[src/verilog/dep_regs.svh]
// constants for the edge-byte pwm output port
`ifndef DEP_REGS_SVH
`define DEP_REGS_SVH
`define DEP_PORT_ADDR     16'h4100
`define DEP_NUM_OUTPUTS   7
`define DEP_NOOP_BYTE     8'h0E
`define DEP_OUT_RESET     7'h00
`define DEP_BASE_RATE_HZ  19200
`define DEP_CLK_HZ        25000000
`define DEP_DEF_CHANNELS  4
`define DEP_DEF_RES       256
`define DEP_DEF_MULT      4
`define DEP_FIFO_DEPTH    16
`endif

[src/verilog/dep_pkg.sv]
// types shared by both ends of the edge-byte port
package dep_pkg;
  typedef logic [7:0]  dep_byte_t;
  typedef logic [15:0] dep_addr_t;
  typedef enum logic [1:0] {DEP_IDLE, DEP_RUN, DEP_STOP} dep_state_e;
endpackage

[src/verilog/dep_link_if.sv]
// link between host dma end and output port end
interface dep_link_if;
  logic        dma_request_line;
  logic [15:0] io_addr;
  logic [7:0]  io_data;
  logic        io_wr;
  modport host (output dma_request_line, output io_addr, output io_data, output io_wr);
  modport port (input dma_request_line, input io_addr, input io_data, input io_wr);
endinterface

[src/verilog/dep_fifo.sv]
// small synchronous fifo with valid/ready on both sides
`include "dep_regs.svh"
module dep_fifo
  import dep_pkg::*;
#(
  parameter int WIDTH = 8,
  parameter int DEPTH = `DEP_FIFO_DEPTH
)
(
  input  wire logic             clk,
  input  wire logic             srst,
  input  wire logic [WIDTH-1:0] in_data,
  input  wire logic             in_valid,
  output logic                  in_ready,
  output logic      [WIDTH-1:0] out_data,
  output logic                  out_valid,
  input  wire logic             out_ready
);
  localparam int AW = $clog2(DEPTH);
  logic [WIDTH-1:0] mem [DEPTH];
  logic [AW-1:0]    rd_ptr;
  logic [AW-1:0]    wr_ptr;
  logic [AW:0]      count;
  logic [AW-1:0]    next_rd_ptr;
  logic [AW-1:0]    next_wr_ptr;
  logic [AW:0]      next_count;
  logic             push;
  logic             pop;

  assign in_ready  = (count != (AW+1)'(DEPTH));
  assign out_valid = (count != '0);
  assign out_data  = mem[rd_ptr];
  assign push      = in_valid && in_ready;
  assign pop       = out_valid && out_ready;

  always_comb
  begin
    next_rd_ptr = rd_ptr;
    next_wr_ptr = wr_ptr;
    next_count  = count;
    if (push)
    begin
      next_wr_ptr = (wr_ptr == AW'(DEPTH-1)) ? '0 : wr_ptr + 1'b1;
    end
    if (pop)
    begin
      next_rd_ptr = (rd_ptr == AW'(DEPTH-1)) ? '0 : rd_ptr + 1'b1;
    end
    if (push && !pop)
    begin
      next_count = count + 1'b1;
    end
    else if (pop && !push)
    begin
      next_count = count - 1'b1;
    end
  end

  always_ff @(posedge clk)
  begin
    if (srst)
    begin
      rd_ptr <= '0;
      wr_ptr <= '0;
      count  <= '0;
    end
    else
    begin
      rd_ptr <= next_rd_ptr;
      wr_ptr <= next_wr_ptr;
      count  <= next_count;
    end
    if (push)
    begin
      mem[wr_ptr] <= in_data;
    end
  end
endmodule

[src/verilog/dep_port.sv]
// device end: edge-byte output latch for seven high-current outputs
`include "dep_regs.svh"
module dep_port
  import dep_pkg::*;
#(
  parameter int NOUT = `DEP_NUM_OUTPUTS
)
(
  input  wire logic            clk,
  input  wire logic            srst,
  input  wire logic            drain_ready,
  output logic      [NOUT-1:0] hc_out,
  output logic                 overflow,
  dep_link_if.port             link
);
  // -----------------------------------------------------------------
  // capture and buffer
  // -----------------------------------------------------------------
  logic [7:0]      wr_s1;
  logic [7:0]      wr_s2;
  logic            wr_q1;
  logic            wr_q2;
  logic            wr_q3;
  logic [15:0]     ad_s1;
  logic [15:0]     ad_s2;
  logic            hit;
  logic            in_ready;
  logic [7:0]      f_data;
  logic            f_valid;
  logic [NOUT-1:0] next_hc_out;
  logic [2:0]      sel;
  logic            next_overflow;

  // data and address pass two flops, the strobe three; data moves with the strobe and the edge is taken at the second stage, level with it
  always_ff @(posedge clk)
  begin
    wr_s1 <= link.io_data;
    wr_s2 <= wr_s1;
    ad_s1 <= link.io_addr;
    ad_s2 <= ad_s1;
    wr_q1 <= link.io_wr;
    wr_q2 <= wr_q1;
    wr_q3 <= wr_q2;
  end

  assign hit = wr_q2 && !wr_q3 && (ad_s2 == `DEP_PORT_ADDR);

  dep_fifo #(.WIDTH(8), .DEPTH(`DEP_FIFO_DEPTH)) u_dep_fifo (
    .clk       (clk),
    .srst      (srst),
    .in_data   (wr_s2),
    .in_valid  (hit),
    .in_ready  (in_ready),
    .out_data  (f_data),
    .out_valid (f_valid),
    .out_ready (drain_ready)
  );

  // -----------------------------------------------------------------
  // edge decode
  // -----------------------------------------------------------------
  assign sel = f_data[3:1];
  always_comb
  begin
    next_hc_out   = hc_out;
    next_overflow = overflow || (hit && !in_ready); // sticky; no host stall exists
    // 0x0E selects no output, so nothing moves
    if (f_valid && drain_ready && (32'(sel) < NOUT))
    begin
      next_hc_out[sel] = f_data[0];
    end
  end

  always_ff @(posedge clk)
  begin
    if (srst)
    begin
      hc_out   <= `DEP_OUT_RESET;
      overflow <= 1'b0;
    end
    else
    begin
      hc_out   <= next_hc_out;
      overflow <= next_overflow;
    end
  end
endmodule

[src/flat_wrapper.sv]
// flat-port wrapper written by rule: the top's interface ports become plain ports
module dep_port_flat import dep_pkg::*;
#(
  parameter int NOUT = `DEP_NUM_OUTPUTS
)
  (clk, srst, drain_ready, hc_out, overflow, link_dma_request_line, link_io_addr, link_io_data, link_io_wr);
  dep_link_if link_i ();
  input  wire logic clk;
  input  wire logic srst;
  input  wire logic drain_ready;
  output logic      [NOUT-1:0] hc_out;
  output logic overflow;
  input wire logic [$bits(link_i.dma_request_line)-1:0] link_dma_request_line;
  input wire logic [$bits(link_i.io_addr)-1:0] link_io_addr;
  input wire logic [$bits(link_i.io_data)-1:0] link_io_data;
  input wire logic [$bits(link_i.io_wr)-1:0] link_io_wr;
  assign link_i.dma_request_line = link_dma_request_line;
  assign link_i.io_addr = link_io_addr;
  assign link_i.io_data = link_io_data;
  assign link_i.io_wr = link_io_wr;
  dep_port #(.NOUT(NOUT)) u_core (.clk(clk), .srst(srst), .drain_ready(drain_ready), .hc_out(hc_out), .overflow(overflow), .link(link_i));
endmodule
[config.mk]
export PLATFORM = sky130hd
export DESIGN_NAME = dep_port_flat
export DESIGN_NICKNAME = d
export VERILOG_FILES = /design/src/verilog/dep_pkg.sv /design/src/verilog/dep_link_if.sv /design/src/verilog/dep_fifo.sv /design/src/verilog/dep_port.sv /design/src/flat_wrapper.sv
export VERILOG_INCLUDE_DIRS = /design/src /design/src/verilog
export SDC_FILE = /design/constraint.sdc
export NUM_CORES = 1
export LEC_CHECK = 0
export BUFFER_PORTS_ARGS = -buffer_cell sky130_fd_sc_hd__buf_2
export CAP_MARGIN = 20
export CORE_MARGIN = 5
export CORE_UTILIZATION = 66
export DETAILED_ROUTE_END_ITERATION = 7
export MAX_ROUTING_LAYER = met4
export PLACE_DENSITY = 0.95
export RECOVER_POWER = 100
export SETUP_SLACK_MARGIN = 0.5
export SLEW_MARGIN = 10
export SYNTH_ARGS = -nofsm -noshare
export SYNTH_HDL_FRONTEND = slang
export SYNTH_HIERARCHICAL = 1
export SYNTH_SLANG_ARGS = --single-unit
[constraint.sdc]
create_clock -name clk -period 5 [get_ports clk]
set_clock_uncertainty 0.1 [all_clocks]
set_input_delay 1 -clock clk [delete_from_list [all_inputs] [get_ports clk]]
set_output_delay 1 -clock clk [all_outputs]
set_load 0.03 [all_outputs]
Word level (Yosys, flattened, before mapping)
Memory sizes are Yosys's and may differ from the RTL's. A register that Yosys moved wholly into a read port is not among the register bits.
Index checks and enable logic that the tools add are counted.
{ "totals": {"regBits": 72, "latch_bits": 0, "ram_bits": 128, "romBits": 0, "in_bits": 29, "out_inout_bits": 8, "word_cells": 51, "memories": 1} }
{ "classes": {"add_sub_neg": 4, "mul": 0, "div_mod_pow": 0, "magnitude_cmp": 3, "eq_ne": 4, "shifts": 0, "mux": 11, "bitwise": 0, "n_reduce_logical": 16} }
{ "memory_table": {"columns": ["name", "words", "width", "rd", "rd_clocked_by_memory_dff", "write_ports", "line_no", "rtl"], "rows": [
  ["u_core.u_dep_fifo.mem", 16, 8, 1, 1, 1, "dep_fifo.sv:20", "logic [WIDTH-1:0] mem [DEPTH];"]
]} }
{ "ops": {"columns": ["op", "n"], "rows": [
  ["$eq 16x15->1 const B", 1],
  ["$mux 4", 4],
  ["$mux 5", 2],
  ["$logic_and 1x1->1", 9],
  ["$add 4x1->4 const B", 2],
  ["$eq 4x4->1 const B", 2],
  ["$bwmux 7", 1],
  ["$add 5x1->5 const B", 1],
  ["$ne 5x5->1 const B", 1],
  ["$reduce_bool 5->1", 1],
  ["$sub 5x1->5 const B", 1],
  ["$logic_not 1->1", 4],
  ["$lt 3x4->1 const B", 1],
  ["$demux 1 s3", 1],
  ["$ge 3x1->1 const B", 1],
  ["$lt 3x3->1 const B", 1],
  ["$mux 1", 3],
  ["$reduce_bool 2->1", 1],
  ["$logic_or 1x1->1", 1]
]} }

Logic depth before layout (Yosys ltp)
{ "depth": {"ltp_word": 8, "ltp_mapped": 12, "mapped_depth_nobuf": 12} }

Cells and area by module
Netlist, hierarchy kept.
{ "by_module_without_submodules": {"columns": ["mod", "instances", "cells_per_inst", "area_per_inst_um2", "seq_area_each_um2"], "rows": [
  ["dep_fifo", 1, 312, 5773.0, 4184.0],
  ["dep_port", 1, 102, 1447.6, 1181.1]
]} }

Worst setup path before layout
No wires, ideal clock.
{ "synth_timing": {"kind": "register to register", "from": "register u_core.u_dep_fifo.count[0]", "to": "register u_core.u_dep_fifo.count[4]", "setup_ps": 121, "t_arrival_ps": 2620, "required_ps": 4779, "slack_ps": 2159, "path_stages_with_launch": 12, "n_path_buf": 1, "period_less_slack_ps": 2841, "path_cell_list": "dfxtp_1 -> or4_1 -> buf_2 -> o21ai_4 -> inv_4 -> ha_1 -> inv_1 -> ha_1 -> a21oi_1 -> a211oi_1 -> a31oi_1 -> mux2_2"} }
{ "synth_via": {"elab_chain_len": 5, "elab_cells_between_ends": 13, "cone_classes": "add/sub (2); eq/ne (1); mux (2); reduce/logical (8)"} }
{ "synth_rtl": {"columns": ["item", "line_no", "rtl"], "rows": [
  ["start: declaration", "dep_fifo.sv:23", "logic [AW:0] count;"],
  ["start signal: assignment", "dep_fifo.sv:71", "count <= next_count;"],
  ["$ne 5x5->1 (*)", "dep_fifo.sv:30", "assign in_ready = (count != (AW+1)'(DEPTH));"],
  ["$logic_and 1x1->1 (*)", "dep_fifo.sv:33", "assign push = in_valid && in_ready;"],
  ["net u_core.u_dep_fifo.push", "dep_fifo.sv:27", "logic push;"],
  ["$logic_not 1->1", "dep_fifo.sv:53", "else if (pop && !push)"],
  ["$logic_and 1x1->1", "dep_fifo.sv:53", null],
  ["$reduce_bool 2->1 (no line)", null, null]
]} }
Mark *: on every way through the listed nets, which the timed path passes. The rest lies on a longest branch. The select of a mux whose other input is x is not followed.
A chain may end at the register's enable or synchronous reset.

Final worst setup path
{ "layout_timing": {"from": "register u_core.u_dep_fifo.count[0]", "to": "register u_core.u_dep_fifo.count[4]"} }
{ "layout_via": {"elab_chain_len": 5, "elab_cells_between_ends": 13, "cone_classes": "add/sub (2); eq/ne (1); mux (2); reduce/logical (8)"} }
{ "layout_rtl": {"columns": ["item"], "rows": [
  ["parallel branches: the longest is 5 deep, another holds $sub 5x1->5"]
]} }
Parallel ways; which one is timed is not known. The select of a mux whose other input is x is not followed.

==> insert_results.sql <==
INSERT INTO impl_metrics (metric_group, metric, value, unit) VALUES
('status', 'run_status', 'finished, final reports clean', ''),
('floorplanning', 'vert_die_dim', '94.4', 'um'),
('power', 'p_leak', '0.00193', 'uW'),
('detailed_routing', 'average_via_count_per_standard_cell', '6.06', ''),
('logic_synthesis', 'syn-mean-instance-area', '15.0', 'um^2'),
('global_routing', 'first_global_vias', '2830', ''),
('detailed_routing', 'detail_route.iter0.violations', '288', ''),
('floorplanning', 'row_count', '30', ''),
('critical_path', 'timing.critical_path.required', '5.30', 'ns'),
('detailed_routing', 'wl', '9430', 'um'),
('detailed_routing', 'vias', '2771', ''),
('sta', 'fin_setup_tns', '0', 'ns'),
('worst_hold_path', 'timing.hold.worst.class', 'flop to flop', ''),
('global_routing', 'grt_overflow', '0', ''),
('floorplanning', 'die_area', '0.00891', 'mm^2'),
('sta', 'timing.final.crit_share', '0.767', ''),
('sta', 'tightestPinTransition', '1.19', 'ns'),
('layout', 'area_of_all_sequential_standard_cells', '0.00328', 'mm^2'),
('layout', 'layout_common_cells', 'dfxtp_1 (68), edfxtp_1 (64), buf_2 (22)', ''),
('layout', 'mostFrequentLayoutCell', 'dfxtp_1', ''),
('place', 'port-buffer-count', '31', ''),
('global_routing', 'track_usage', '0.243', ''),
('sta', 'hold_viol_final', '0', ''),
('place', 'hpwl', '5810', 'um'),
('global_routing', 'antenna_violations_before_repair', '0', ''),
('critical_path', 'critical_path_arrival', '4.14', 'ns'),
('floorplanning', 'core_area', '0.00687', 'mm^2'),
('critical_path', 'crit_path_end_kind', 'flop', ''),
('logic_synthesis', 'synth_nets', '353', ''),
('clock_tree', 'ctsHoldBuffers', '0', ''),
('logic_synthesis', 'syn_area', '0.00470', 'mm^2'),
('sta', 'slew_violations', '0', ''),
('clock_tree', 'numCtsBuffers', '17', ''),
('sta', 'timing.final.setup_violations', '0', ''),
('power', 'pwr_density_cell', '509', 'mW/mm^2'),
('clock_tree', 'cts_buffer_depth', '2', ''),
('clock_tree', 'clk_pin_slew_worst_paths', '0.07', 'ns'),
('sta', 'hold-worst-slack', '0.227', 'ns'),
('layout', 'nets', '387', ''),
('power', 'vdd_ir_drop_max', '0.000316', 'V'),
('clock_tree', 'cts_max_level', '4', ''),
('detailed_routing', 'drtPass1Iterations', '5', ''),
('critical_path', 'timing.critical_path.fanout_max', '6', ''),
('clock_tree', 'clk_latency', '0.52', 'ns'),
('place', 'dp_worst_setup_slack', '1.76', 'ns'),
('logic_synthesis', 'syn-instance-count', '314', ''),
('global_routing', 'maximum_number_of_pins_on_one_net_before_global_route_repair', '26', ''),
('critical_path', 'worstSetupStartpointType', 'flop', ''),
('layout', 'antenna-diode-count', '0', ''),
('detailed_routing', 'route.antenna.remaining_nets', '0', ''),
('clock_tree', 'cts_tree', 'built', ''),
('sta', 'unrepaired_setup_endpoints_after_global_routing', 'false', ''),
('logic_synthesis', 'synth_warnings', '6', ''),
('clock_tree', 'numClockSinks', '132', ''),
('clock_tree', 'clock-root-buffer', 'clkbuf_8', ''),
('place', 'routabilityCongestion', '0.821', ''),
('global_routing', 'first_pass_grt_wire_length', '14900', 'um'),
('layout', 'area_delta_synth_final', '15.7', '%'),
('critical_path', 'setup.worst_path.class', 'flop to flop', ''),
('clock_tree', 'cts_resized', '0', ''),
('layout', 'fill_cell_count', '366', ''),
('layout', 'multi_input_comb_area', '0.00131', 'mm^2'),
('floorplanning', 'die-width', '94.4', 'um'),
('clock_tree', 'post_cts.repair.setup_buffers', '0', ''),
('run', 'maxCapViolCount', '0', ''),
('sta', 'postLayoutSetupSlackWorst', '1.17', 'ns'),
('sta', 'maxSlewHeadroom', '0.198', ''),
('detailed_routing', 'drt-wirelength-per-cell', '20.6', 'um'),
('sta', 'clock.fmax', '261', 'MHz'),
('detailed_routing', 'remaining_drc_errors', '0', ''),
('floorplanning', 'num_io_pins', '37', ''),
('layout', 'fraction_of_final_layout_cells_with_drive_strength_greater_than_1', '0.208', ''),
('floorplanning', 'initial_core_utilization', '0.685', ''),
('sta', 'minimum_clock_period', '3.83', 'ns');
flip-flops by register name (all words and copies together) (netlist names), named ones only:
register and count:
u_core/u_dep_fifo/count 5, u_core/hc_out 7, u_core/ad_s1 16, u_core/wr_s1 4
u_core/ad_s2 16, u_core/u_dep_fifo/wr_ptr 4, u_core/wr_q1 1, u_core/wr_s2 4
u_core/u_dep_fifo/mem 64, u_core/overflow 1, u_core/u_dep_fifo/rd_ptr 4, u_core/wr_q2 1
u_core/wr_q3 1
layer usage:
layer  wire length [um]  part of all wire  GRT usage
met1               3540              0.38      0.280
met2               4760              0.50      0.377
met3                781             0.083     0.0876
met4                353             0.037      0.122
met5                  0                 0          -
layout make-up:
cell class	count	share of cell area
inverter	6	0.00437
tap	96	0.0221
clock buffer	17	0.0761
clock inverter	15	0.0269
timing repair buffer	32	0.0271
multi-input combinational	159	0.240
sequential	132	0.603
power by group:
| part | total (uW) | internal [uW] | switching (uW) |
|---|---|---|---|
| registers | 1240 | 1180 | 58.2 |
| logic | 379 | 172 | 207 |
| clock network | 1160 | 641 | 516 |
worst paths after layout:
kind,from,endpoint,slack (ns),cells past startpoint
setup / recovery,u_core/u_dep_fifo/count[0]$_SDFFE_PP0P_,u_core/u_dep_fifo/count[4]$_SDFFE_PP0P_,1.17,9
hold / removal,u_core/ad_s1[0]$_DFF_P_,u_core/ad_s2[0]$_DFF_P_,0.23,0
setup reg to reg,u_core/u_dep_fifo/count[0]$_SDFFE_PP0P_,u_core/u_dep_fifo/count[4]$_SDFFE_PP0P_,1.17,9
hold reg to reg,u_core/ad_s1[0]$_DFF_P_,u_core/ad_s2[0]$_DFF_P_,0.23,0
per-stage QoR:
step	instance area (um^2)	total power, uW	instances	util
3_3_place_gp	4910	1580	424	0.714
3_5_place_dp	4910	1610	424	0.714
6_report	5440	2770	457	0.792
2_1_floorplan	4700	1550	314	-
4_1_cts	5470	2790	456	0.796
5_1_grt	5440	2890	457	0.792
critical path, cell delays in order, from the launching register on:
cell and delay [ns]:
dfxtp_1 0.39, or4_1 0.70, o21ai_0 0.73, ha_1 0.35, inv_1 0.15, fa_1 0.48, nand3_1 0.17, a211oi_1 0.09
a31oi_1 0.20, mux2_2 0.36
Note: power is estimated with default switching activity, not from simulation.
